### src/rtl/frcc_regs.vh
// Register offsets, field positions and edge mode codes of the capture/compare unit
`ifndef FRCC_REGS_VH
`define FRCC_REGS_VH
`define ADDR_CTRL0 5'h00
`define ADDR_CTRL1 5'h01
`define ADDR_COUNT0 5'h02
`define ADDR_COUNT1 5'h03
`define ADDR_CAPCFG 5'h04
`define ADDR_CAP0 5'h05
`define ADDR_CAP1 5'h06
`define ADDR_OUTLVL 5'h07
`define ADDR_STATUS 5'h08
`define ADDR_MASK 5'h09
`define ADDR_XFER 5'h0A
`define ADDR_CMP_BASE 5'h10
`define CTRL_DIV_LSB 0
`define CTRL_CLR_BIT 2
`define CTRL_RUN_BIT 3
`define CTRL_RESET 4'h0
`define ST_OVF0 0
`define ST_OVF1 1
`define ST_CAP0 2
`define ST_CAP1 3
`define ST_CMP_LSB 4
`define EDGE_NONE 2'h0
`define EDGE_RISE 2'h1
`define EDGE_FALL 2'h2
`define EDGE_BOTH 2'h3
`endif

### src/rtl/cmp_reg_bank.v
// Small memory holding the eight compare values, registered read port
`timescale 1ns/100ps
`default_nettype none
module cmp_reg_bank #(
  parameter WIDTH = 16,
  parameter DEPTH = 8,
  parameter AW = 3
) (
  input wire clk_i, // Clock
  input wire we_i, // Write strobe
  input wire [AW-1:0] waddr_i, // Write index
  input wire [WIDTH-1:0] wdata_i, // Write data
  input wire [AW-1:0] raddr_i, // Read index
  output reg [WIDTH-1:0] rdata_o, // Registered read data
  output wire [WIDTH*DEPTH-1:0] all_o // Every entry, for the comparators
);
  reg [WIDTH-1:0] mem_q [0:DEPTH-1];
  integer k;
  genvar g;
  // Storage starts at zero so comparators see defined values
  initial begin
    for (k = 0; k < DEPTH; k = k + 1) begin
      mem_q[k] = {WIDTH{1'b0}};
    end
  end
  // Write port and registered read port
  always @(posedge clk_i) begin
    if (we_i) begin
      mem_q[waddr_i] <= wdata_i;
    end
    rdata_o <= mem_q[raddr_i];
  end
  // Flat view for the parallel comparators
  generate
    for (g = 0; g < DEPTH; g = g + 1) begin : flat
      assign all_o[g*WIDTH +: WIDTH] = mem_q[g];
    end
  endgenerate
endmodule // cmp_reg_bank
`default_nettype wire

### src/rtl/freerun_capture_compare_unit.v
// Two free-running counters with two capture and eight compare channels, Avalon-MM slave
//
// Notes on behaviour
// Counter value is the shared time base for capture and compare channels.
// Counter overflow from FFFF to 0000 can raise an interrupt.
// Counters clear on reset, on clear bit write, on compare match: counter 0 on compare 0-4, counter 1 on compare 4-7.
// Count rate selectable as clock divided by 4, 16, 64 or 256.
// Selected trigger edge stores counter value and raises capture interrupt.
// Both capture channels latch and interrupt independently.
// Capture event may also request an autonomous transfer.
// Per channel choice of rising, falling or both edges.
// Trigger is OR of two pins; system keeps unused pin inactive.
// Compare equality toggles output pin and clears its unit counter.
// Software sets each compare pin starting level after reset.
// All eight compare pins toggle independently.
// Each compare channel has its own interrupt flag.
// Unit 0 holds counter 0, compare 0-3 and both captures.
// Unit 1 holds counter 1 and compare 4 upward, no capture.
// Triggers are synchronised before edge detection, one capture per edge.
`timescale 1ns/100ps
`default_nettype none
`include "frcc_regs.vh"
module freerun_capture_compare_unit #(
  parameter NCMP = 8,
  parameter CW = 16
) (
  input wire CLK_I, // 250 MHz clock
  input wire RESET_N_I, // Synchronous reset, active low
  input wire [4:0] AVS_ADDRESS_I, // Word address
  input wire AVS_READ_I, // Read request
  input wire AVS_WRITE_I, // Write request
  input wire [31:0] AVS_WRITEDATA_I, // Write data
  input wire [3:0] AVS_BYTEENABLE_I, // Byte enables
  output reg [31:0] AVS_READDATA_O, // Read data
  output reg AVS_WAITREQUEST_O, // Wait request
  input wire CAP0_TRIG_A_I, // Capture 0 trigger pin a
  input wire CAP0_TRIG_B_I, // Capture 0 trigger pin b
  input wire CAP1_TRIG_A_I, // Capture 1 trigger pin a
  input wire CAP1_TRIG_B_I, // Capture 1 trigger pin b
  output reg [NCMP-1:0] CMP_OUT_O, // Compare waveform pins
  output reg IRQ_O, // Level interrupt
  output reg [1:0] XFER_REQ_O // Transfer request pulse per capture
);
  localparam ST_W = 4 + NCMP;
  // Bus states, one-hot
  localparam S_IDLE = 3'b001;
  localparam S_READ = 3'b010;
  localparam S_DONE = 3'b100;
  // Prescaler terminal count for the selected division
  function [7:0] div_max;
    input [1:0] sel;
    begin
      case (sel)
        2'h0: div_max = 8'h03;
        2'h1: div_max = 8'h0F;
        2'h2: div_max = 8'h3F;
        default: div_max = 8'hFF;
      endcase
    end
  endfunction
  // Edge qualification by mode
  function edge_hit;
    input [1:0] mode;
    input now;
    input prev;
    begin
      case (mode)
        `EDGE_RISE: edge_hit = now & ~prev;
        `EDGE_FALL: edge_hit = ~now & prev;
        `EDGE_BOTH: edge_hit = now ^ prev;
        default: edge_hit = 1'b0;
      endcase
    end
  endfunction
  // Write decode for one register index, only in the completing cycle
  function reg_hit;
    input ok;
    input [4:0] addr;
    input [4:0] idx;
    begin
      reg_hit = ok & (addr == idx);
    end
  endfunction
  // Software-visible control and the two time bases
  reg [3:0] ctrl0_q; // Unit 0 divider and run
  reg [3:0] ctrl1_q; // Unit 1 divider and run
  reg [7:0] pre0_q; // Unit 0 prescaler
  reg [7:0] pre1_q; // Unit 1 prescaler
  reg [CW-1:0] cnt0_q; // Counter 0
  reg [CW-1:0] cnt1_q; // Counter 1
  reg [3:0] capcfg_q;
  reg [1:0] xfer_en_q;
  reg [CW-1:0] cap0_q; // Capture 0 latch
  reg [CW-1:0] cap1_q; // Capture 1 latch
  reg [ST_W-1:0] status_q; // Sticky event flags
  reg [ST_W-1:0] mask_q; // Interrupt enables
  reg [1:0] sync1_q; // First trigger stage
  reg [1:0] sync2_q; // Second trigger stage
  reg [1:0] prev_q; // Edge reference
  reg [2:0] bus_state_q;
  reg [4:0] addr_q;
  reg clr0_req_q; // Delayed clear of counter 0
  reg clr1_req_q; // Delayed clear of counter 1
  // Combinational helpers
  wire [CW*NCMP-1:0] cmp_all;
  wire [CW-1:0] cmp_rdata;
  wire tick0;
  wire tick1;
  wire wr_ok;
  wire cmp_we;
  wire clr0_now;
  wire clr1_now;
  reg [NCMP-1:0] match;
  reg [ST_W-1:0] events;
  reg [ST_W-1:0] w1c_mask;
  reg [1:0] cap_hit;
  reg [31:0] rd_mux;
  reg lvl_we;
  integer i;
  integer j;
  // A write lands only at the edge where the master sees waitrequest low
  assign wr_ok = AVS_WRITE_I & ~AVS_WAITREQUEST_O;
  assign cmp_we = wr_ok & (AVS_ADDRESS_I[4:3] == 2'b10) & (&AVS_BYTEENABLE_I[1:0]);
  // Count enables: one pulse per prescaler period
  assign tick0 = ctrl0_q[`CTRL_RUN_BIT] & (pre0_q == div_max(ctrl0_q[1:0]));
  assign tick1 = ctrl1_q[`CTRL_RUN_BIT] & (pre1_q == div_max(ctrl1_q[1:0]));
  // Clear sources: software strobe, or a match on compare 0 to 4 for counter 0 and on compare 4 to 7 for counter 1
  assign clr0_now = clr0_req_q | (|match[4:0]);
  assign clr1_now = clr1_req_q | (|match[NCMP-1:4]);
  // Read index follows the live bus address, so the bank answers on the same edge that takes the request
  cmp_reg_bank #(.WIDTH(CW), .DEPTH(NCMP), .AW(3)) u_bank (
    .clk_i(CLK_I),
    .we_i(cmp_we),
    .waddr_i(AVS_ADDRESS_I[2:0]),
    .wdata_i(AVS_WRITEDATA_I[CW-1:0]),
    .raddr_i(AVS_ADDRESS_I[2:0]),
    .rdata_o(cmp_rdata),
    .all_o(cmp_all)
  );
  // Match only on a count edge so one equal value toggles once, not every cycle
  always @* begin
    match = {NCMP{1'b0}};
    for (i = 0; i < NCMP; i = i + 1) begin
      if (i < 4) begin
        match[i] = tick0 & (cnt0_q == cmp_all[i*CW +: CW]);
      end else begin
        match[i] = tick1 & (cnt1_q == cmp_all[i*CW +: CW]);
      end
    end
  end
  // Either pin of a pair fires the channel; an idle partner pin is assumed
  always @* begin
    cap_hit[0] = edge_hit(capcfg_q[1:0], sync2_q[0], prev_q[0]);
    cap_hit[1] = edge_hit(capcfg_q[3:2], sync2_q[1], prev_q[1]);
    events = {ST_W{1'b0}};
    events[`ST_OVF0] = tick0 & (&cnt0_q);
    events[`ST_OVF1] = tick1 & (&cnt1_q);
    events[`ST_CAP0] = cap_hit[0];
    events[`ST_CAP1] = cap_hit[1];
    events[`ST_CMP_LSB +: NCMP] = match;
  end
  // Two-flop trigger synchroniser, edge detect only on the second stage
  always @(posedge CLK_I) begin
    if (!RESET_N_I) begin
      sync1_q <= 2'h0;
      sync2_q <= 2'h0;
      prev_q <= 2'h0;
    end else begin
      sync1_q <= {CAP1_TRIG_A_I | CAP1_TRIG_B_I, CAP0_TRIG_A_I | CAP0_TRIG_B_I};
      sync2_q <= sync1_q;
      prev_q <= sync2_q;
    end
  end
  // Prescalers restart whenever their counter is stopped
  always @(posedge CLK_I) begin
    if (!RESET_N_I) begin
      pre0_q <= 8'h00;
      pre1_q <= 8'h00;
    end else begin
      if (!ctrl0_q[`CTRL_RUN_BIT] || tick0) begin
        pre0_q <= 8'h00;
      end else begin
        pre0_q <= pre0_q + 8'h01;
      end
      if (!ctrl1_q[`CTRL_RUN_BIT] || tick1) begin
        pre1_q <= 8'h00;
      end else begin
        pre1_q <= pre1_q + 8'h01;
      end
    end
  end
  // Counters; compare 4 in unit 1 also clears counter 0
  always @(posedge CLK_I) begin
    if (!RESET_N_I) begin
      cnt0_q <= {CW{1'b0}};
      cnt1_q <= {CW{1'b0}};
    end else begin
      if (clr0_now) begin
        cnt0_q <= {CW{1'b0}};
      end else if (tick0) begin
        cnt0_q <= cnt0_q + 1'b1;
      end
      if (clr1_now) begin
        cnt1_q <= {CW{1'b0}};
      end else if (tick1) begin
        cnt1_q <= cnt1_q + 1'b1;
      end
    end
  end
  // Capture latches and transfer requests
  always @(posedge CLK_I) begin
    if (!RESET_N_I) begin
      cap0_q <= {CW{1'b0}};
      cap1_q <= {CW{1'b0}};
      XFER_REQ_O <= 2'h0;
    end else begin
      if (cap_hit[0]) begin
        cap0_q <= cnt0_q;
      end
      if (cap_hit[1]) begin
        cap1_q <= cnt0_q;
      end
      XFER_REQ_O <= cap_hit & xfer_en_q;
    end
  end
  // Compare pins: software write sets start level, a match toggles that pin alone
  always @(posedge CLK_I) begin
    if (!RESET_N_I) begin
      CMP_OUT_O <= {NCMP{1'b0}};
    end else if (lvl_we) begin
      CMP_OUT_O <= AVS_WRITEDATA_I[NCMP-1:0] ^ match;
    end else begin
      CMP_OUT_O <= CMP_OUT_O ^ match;
    end
  end
  // Clear mask honours byte lanes, so a narrow write leaves the other lane alone
  always @* begin
    w1c_mask = {ST_W{1'b0}};
    if (reg_hit(wr_ok, AVS_ADDRESS_I, `ADDR_STATUS)) begin
      for (j = 0; j < ST_W; j = j + 1) begin
        w1c_mask[j] = AVS_WRITEDATA_I[j] & AVS_BYTEENABLE_I[j / 8];
      end
    end
  end
  // Status: set wins over write-one-to-clear
  always @(posedge CLK_I) begin
    if (!RESET_N_I) begin
      status_q <= {ST_W{1'b0}};
      IRQ_O <= 1'b0;
    end else begin
      status_q <= (status_q & ~w1c_mask) | events;
      IRQ_O <= |((status_q | events) & mask_q);
    end
  end
  // Pin level write strobe
  always @* begin
    lvl_we = reg_hit(wr_ok, AVS_ADDRESS_I, `ADDR_OUTLVL) & AVS_BYTEENABLE_I[0];
  end
  // Register writes; the lane 0 enable alone gates every field but the clear bits, though mask bits 8 to 11 sit in lane 1
  always @(posedge CLK_I) begin
    if (!RESET_N_I) begin
      ctrl0_q <= `CTRL_RESET;
      ctrl1_q <= `CTRL_RESET;
      capcfg_q <= 4'h0;
      xfer_en_q <= 2'h0;
      mask_q <= {ST_W{1'b0}};
      clr0_req_q <= 1'b0;
      clr1_req_q <= 1'b0;
    end else begin
      // Clear bit is self-clearing, acts one cycle after the write
      clr0_req_q <= reg_hit(wr_ok, AVS_ADDRESS_I, `ADDR_CTRL0) & AVS_WRITEDATA_I[`CTRL_CLR_BIT];
      clr1_req_q <= reg_hit(wr_ok, AVS_ADDRESS_I, `ADDR_CTRL1) & AVS_WRITEDATA_I[`CTRL_CLR_BIT];
      if (wr_ok && AVS_BYTEENABLE_I[0]) begin
        case (AVS_ADDRESS_I)
          `ADDR_CTRL0: ctrl0_q <= AVS_WRITEDATA_I[3:0] & 4'hB;
          `ADDR_CTRL1: ctrl1_q <= AVS_WRITEDATA_I[3:0] & 4'hB;
          `ADDR_CAPCFG: capcfg_q <= AVS_WRITEDATA_I[3:0];
          `ADDR_XFER: xfer_en_q <= AVS_WRITEDATA_I[1:0];
          `ADDR_MASK: mask_q <= AVS_WRITEDATA_I[ST_W-1:0];
          default: ;
        endcase
      end
    end
  end
  // Read mux for plain registers
  always @* begin
    rd_mux = 32'h0000_0000;
    case (addr_q)
      `ADDR_CTRL0: rd_mux[3:0] = ctrl0_q;
      `ADDR_CTRL1: rd_mux[3:0] = ctrl1_q;
      `ADDR_COUNT0: rd_mux[CW-1:0] = cnt0_q;
      `ADDR_COUNT1: rd_mux[CW-1:0] = cnt1_q;
      `ADDR_CAPCFG: rd_mux[3:0] = capcfg_q;
      `ADDR_CAP0: rd_mux[CW-1:0] = cap0_q;
      `ADDR_CAP1: rd_mux[CW-1:0] = cap1_q;
      `ADDR_OUTLVL: rd_mux[NCMP-1:0] = CMP_OUT_O;
      `ADDR_STATUS: rd_mux[ST_W-1:0] = status_q;
      `ADDR_MASK: rd_mux[ST_W-1:0] = mask_q;
      `ADDR_XFER: rd_mux[1:0] = xfer_en_q;
      default: begin
        if (addr_q[4:3] == 2'b10) begin
          rd_mux[CW-1:0] = cmp_rdata;
        end
      end
    endcase
  end
  // Bus handshake: writes finish on the second edge, reads take three edges
  always @(posedge CLK_I) begin
    if (!RESET_N_I) begin
      bus_state_q <= S_IDLE;
      addr_q <= 5'h00;
      AVS_WAITREQUEST_O <= 1'b1;
      AVS_READDATA_O <= 32'h0000_0000;
    end else begin
      case (bus_state_q)
        S_IDLE: begin
          AVS_WAITREQUEST_O <= 1'b1;
          if (AVS_READ_I) begin
            addr_q <= AVS_ADDRESS_I;
            bus_state_q <= S_READ;
          end else if (AVS_WRITE_I) begin
            AVS_WAITREQUEST_O <= 1'b0;
            bus_state_q <= S_DONE;
          end
        end
        S_READ: begin
          // Extra cycle lets the compare bank's registered read settle
          AVS_READDATA_O <= rd_mux;
          AVS_WAITREQUEST_O <= 1'b0;
          bus_state_q <= S_DONE;
        end
        S_DONE: begin
          AVS_WAITREQUEST_O <= 1'b1;
          bus_state_q <= S_IDLE;
        end
        default: begin
          AVS_WAITREQUEST_O <= 1'b1;
          bus_state_q <= S_IDLE;
        end
      endcase
    end
  end
endmodule // freerun_capture_compare_unit
`default_nettype wire

### config.mk
export PLATFORM = sky130hd
export DESIGN_NAME = freerun_capture_compare_unit
export DESIGN_NICKNAME = d
export VERILOG_FILES = /design/src/rtl/cmp_reg_bank.v /design/src/rtl/freerun_capture_compare_unit.v
export VERILOG_INCLUDE_DIRS = /design/src /design/src/rtl
export SDC_FILE = /design/constraint.sdc
export NUM_CORES = 1
export LEC_CHECK = 0
export ABC_AREA = 1
export BUFFER_PORTS_ARGS = -buffer_cell sky130_fd_sc_hd__buf_2
export CORE_MARGIN = 1
export CORE_UTILIZATION = 61
export DETAILED_ROUTE_END_ITERATION = 8
export PLACE_DENSITY = 0.8
export SYNTH_ARGS = -nofsm -noshare
export SYNTH_HDL_FRONTEND = slang
export SYNTH_SLANG_ARGS = --single-unit
export TNS_END_PERCENT = 100
### constraint.sdc
create_clock -name CLK_I -period 3.3 [get_ports CLK_I]
set_clock_uncertainty 0.1 [all_clocks]
set_input_delay 0.33 -clock CLK_I [delete_from_list [all_inputs] [get_ports CLK_I]]
set_output_delay 0.33 -clock CLK_I [all_outputs]
set_load 0.01 [all_outputs]
==> report_table.html <==
<table>
<tr><th>Metric</th><th>Value</th></tr>
<tr><th colspan="2">Floorplanning</th></tr>
<tr><td>Core area</td><td>23470 µm²</td></tr>
<tr><td>Number of placed I/O pins</td><td>93</td></tr>
<tr><td>Width of the die</td><td>156.7 µm</td></tr>
<tr><td>DIE AREA</td><td>24560 µm²</td></tr>
<tr><td>Die extent in y</td><td>156.7 µm</td></tr>
<tr><td>Initial core utilization</td><td>62.21%</td></tr>
<tr><td>Site row count</td><td>56</td></tr>
<tr><th colspan="2">Placement</th></tr>
<tr><td>Placer congestion estimate</td><td>0.9811</td></tr>
<tr><td>PortBufs</td><td>58</td></tr>
<tr><td>Final HPWL DP</td><td>30.50 mm</td></tr>
<tr><td>Post-Place Worst Slack</td><td>593.0 ps</td></tr>
<tr><th colspan="2">STA</th></tr>
<tr><td>Unrepaired setup endpoints after global routing</td><td>no</td></tr>
<tr><td>Max-slew headroom</td><td>45.42%</td></tr>
<tr><td>Slew at the pin closest to its max-slew limit</td><td>818.7 ps</td></tr>
<tr><td>Final period demand of the worst path</td><td>2743 ps</td></tr>
<tr><td>Fmax</td><td>364.6 MHz</td></tr>
<tr><td>Worst Slack Setup Final</td><td>557.0 ps</td></tr>
<tr><td>Count of endpoints failing setup in the final report</td><td>0</td></tr>
<tr><td>Hold Vio Cnt, Final</td><td>0</td></tr>
<tr><td>Count of pins over their slew limit</td><td>0</td></tr>
<tr><td>Sum Neg Setup Slack</td><td>0 ps</td></tr>
<tr><td>Share of the clock period used by the worst path after layout</td><td>83.12%</td></tr>
<tr><th colspan="2">Run</th></tr>
<tr><td>Max-Cap Viols</td><td>0</td></tr>
<tr><th colspan="2">Clock network</th></tr>
<tr><td>TritonCTS clock tree</td><td>yes</td></tr>
<tr><td>Number of buffers created by CTS</td><td>31</td></tr>
<tr><td>H-tree depth reported by CTS</td><td>1</td></tr>
<tr><td># resized after CTS</td><td>0</td></tr>
<tr><td>Post-CTS setup buffers</td><td>0</td></tr>
<tr><td>Source-to-sink clock delay at the later pin of the worst-skew pair</td><td>590 ps</td></tr>
<tr><td>Buffer cell driving the clock tree root</td><td>clkbuf_16</td></tr>
<tr><td>Number of hold buffers added after cts</td><td>12</td></tr>
<tr><td>Number of clock sinks seen by CTS</td><td>304</td></tr>
<tr><td>CTS max path bufs</td><td>3</td></tr>
<tr><td>Clock edge transition at the registers on the reported setup and hold paths</td><td>60 ps</td></tr>
<tr><th colspan="2">GRT</th></tr>
<tr><td>Maximum number of pins on one net before global-route repair</td><td>88</td></tr>
<tr><td>Via count of the first global-routing pass</td><td>11.63k</td></tr>
<tr><td>First-pass GRT wire length</td><td>66.27 mm</td></tr>
<tr><td>Antenna violations before repair</td><td>0</td></tr>
<tr><td>Total congestion overflow after global routing</td><td>0</td></tr>
<tr><td>All-Layer GR Usage</td><td>36.47%</td></tr>
<tr><th colspan="2">Layout</th></tr>
<tr><td>Layout cells sized above 1</td><td>10.85%</td></tr>
<tr><td>Number of antenna diodes</td><td>0</td></tr>
<tr><td>Post-synthesis to final-layout area growth</td><td>11.21%</td></tr>
<tr><td>Net count, final</td><td>1793</td></tr>
<tr><th colspan="2">Hold path</th></tr>
<tr><td>Worst hold-check path type</td><td>input port to flip-flop</td></tr>
<tr><th colspan="2">Yosys</th></tr>
<tr><td>Share of flip-flops with an asynchronous set or reset</td><td>0%</td></tr>
<tr><td>Cell taking the most area after synthesis</td><td>edfxtp_1</td></tr>
<tr><td>Post-synth EDFFs</td><td>128</td></tr>
<tr><td>Top post-synthesis cells by count</td><td>285 x nand2_1, 197 x nor2_1, 176 x dfxtp_1</td></tr>
<tr><td>FF+latch count, synth</td><td>304</td></tr>
<tr><td>Sequential share of the synthesized area</td><td>50.45%</td></tr>
<tr><td>Prevailing post-synth register cell</td><td>dfxtp_1</td></tr>
<tr><td>Yosys warning count</td><td>0</td></tr>
<tr><td>Most common cell in the netlist</td><td>nand2_1</td></tr>
<tr><td>Count of different cell masters after synthesis</td><td>55</td></tr>
<tr><td>Area contributors post-synth</td><td>edfxtp_1 26%, dfxtp_1 24%, nand2_1 7.3%</td></tr>
<tr><td>Top-area cell type share of the netlist area</td><td>26.32%</td></tr>
<tr><td>Avg Inst Size Synth</td><td>8.635 µm²</td></tr>
<tr><td>Synthesized instance count</td><td>1691</td></tr>
<tr><td>Post-Syn Area</td><td>14600 µm²</td></tr>
<tr><th colspan="2">Worst setup path</th></tr>
<tr><td>Source of the worst register-to-register timing path</td><td>AVS_WAITREQUEST_O</td></tr>
<tr><td>Required time at the worst-slack endpoint</td><td>3480 ps</td></tr>
<tr><td>Capturing instance or port of the critical path</td><td>u_bank.mem_q[7][9]</td></tr>
<tr><td>Critical path class</td><td>input port to flip-flop</td></tr>
<tr><td>Number of cells traversed by the worst register-to-register path</td><td>6</td></tr>
<tr><td>Type of destination of the critical path</td><td>flip-flop</td></tr>
<tr><td>Nature of the critical path startpoint</td><td>input port</td></tr>
<tr><td>Critical Path Start</td><td>AVS_WRITE_I</td></tr>
<tr><td>Arrival time reported for the critical path endpoint</td><td>2920 ps</td></tr>
<tr><td>Capturing point of the worst reg2reg path</td><td>u_bank.mem_q[7][9]</td></tr>
<tr><td>Maximum net fanout on the critical path</td><td>12</td></tr>
<tr><td>Register-to-register setup slack</td><td>640 ps</td></tr>
<tr><th colspan="2">Route</th></tr>
<tr><td>Final routed wire length divided by cell count</td><td>21.13 µm</td></tr>
<tr><td>Post-detailed-routing wire length</td><td>43.93 mm</td></tr>
<tr><td>Number of vias in the routed layout</td><td>12.38k</td></tr>
<tr><td>First-iteration detailed-routing DRC count</td><td>1590</td></tr>
<tr><td>DRC violation count after routing</td><td>0</td></tr>
<tr><td>Number of vias per cell</td><td>5.953</td></tr>
<tr><td>Initial DRT Pass Iterations</td><td>5</td></tr>
<tr><td>Number of routed nets with antenna violations</td><td>0</td></tr>
<tr><th colspan="2">Power and ir drop</th></tr>
<tr><td>Power density over the cells</td><td>506.2 nW/µm²</td></tr>
<tr><td>P_leak</td><td>6.426 nW</td></tr>
<tr><td>Worst voltage drop across the vdd grid</td><td>0.4343 mV</td></tr>
<tr><th colspan="2">Outcome</th></tr>
<tr><td>Run status</td><td>completed</td></tr>
</table>
## cells by family (layout without fill, tap and decap cells)
family / count (synthesis) / in the layout / synth area share, %
compound gates: 342 / 342 / 14.01
other cells: 1 / 16 / 0.02568
flops: 304 / 304 / 50.45
simple gates: 628 / 628 / 18.91
xor+xnor: 127 / 127 / 7.618
buf+inv: 281 / 335 / 8.295
fa+ha+maj: 8 / 8 / 0.6855
## area by class of cell
class | instances | area [µm²]
clock buffers | 46 | 934.6
clock inverters | 11 | 146.4
fillers | 1856 | 7234
inverters | 186 | 698.2
multi-input cells | 1121 | 6105
flip-flops and latches | 304 | 7367
well taps | 319 | 399.1
repair buffers | 92 | 588.1
## worst min path at each step
stage | from | cells after the start | end | slack (ps)
floorplan | sync1_q[0] | 2 | sync2_q[0] | 290
global placement | sync1_q[0] | 2 | sync2_q[0] | 310
detailed placement | sync1_q[0] | 2 | sync2_q[0] | 310
CTS | AVS_ADDRESS_I[4] | 3 | addr_q[4] | 20
global route | AVS_WRITEDATA_I[9] | 1 | u_bank.mem_q[4][9] | 20
finish | AVS_WRITEDATA_I[9] | 1 | u_bank.mem_q[4][9] | 30
## sequential cells by signal, summed over array words and instances (netlist names), 3 cells and up
name            flops
u_bank.mem_q      128
AVS_READDATA_O     16
cap0_q             16
cap1_q             16
cnt0_q             16
cnt1_q             16
u_bank.rdata_o     16
mask_q             12
status_q           12
CMP_OUT_O           8
pre0_q              8
pre1_q              8
addr_q              5
capcfg_q            4
bus_state_q         3
ctrl0_q             3
ctrl1_q             3
## layer usage
layer	global-route usage (%)	routed length, µm	up-vias
met1	48.42	16660	5738
met4	21.57	2731	0
met5	0	0	-
li1	-	-	5719
met3	5.788	5018	165
met2	56.42	19520	755
## layout by cell type, fill, tap and decap left out, types with 33 or more instances in the layout
cell type  Yosys  final
xor2_1       109    109
nor2_1       197    195
a21oi_1       97     97
a22oi_1       35     35
nand3_1       45     45
nand2_1      285    285
clkbuf_16      0     33
edfxtp_1     128    128
buf_2         29     58
o21ai_0       89     89
inv_1        174    174
dfxtp_1      176    176
## stage by stage
step / hold slack, ps / area [µm²] / std cells / utilization (%) / total power, mW
after detailed placement: 312.9 / 15040 / 2010 / 64.06 / 4.565
after CTS: 24.35 / 16240 / 2079 / 69.18 / 8.193
after global placement: 309.0 / 15040 / 2010 / 64.06 / 4.554
final: 33.61 / 16240 / 2079 / 69.18 / 8.220
after global routing: 22.96 / 16240 / 2079 / 69.18 / 8.413
after floorplan: 290.5 / 14660 / 1706 / - / 4.366
## worst max-delay path: stages
cell and delay [ps]:
dlygate4sd3_1 520, buf_2 110, inv_1 30, nor2_1 260
nand2_2 210, nor2_1 380, nand2_1 230, nor3_2 510
buf_4 330
## power breakdown
| part | internal, mW | total [mW] | switching, mW |
|---|---|---|---|
| registers | 3.97 | 4.01 | 0.0366 |
| logic | 0.127 | 0.514 | 0.387 |
| clock network | 2.19 | 3.70 | 1.50 |
(Power assumes the default switching activity.)
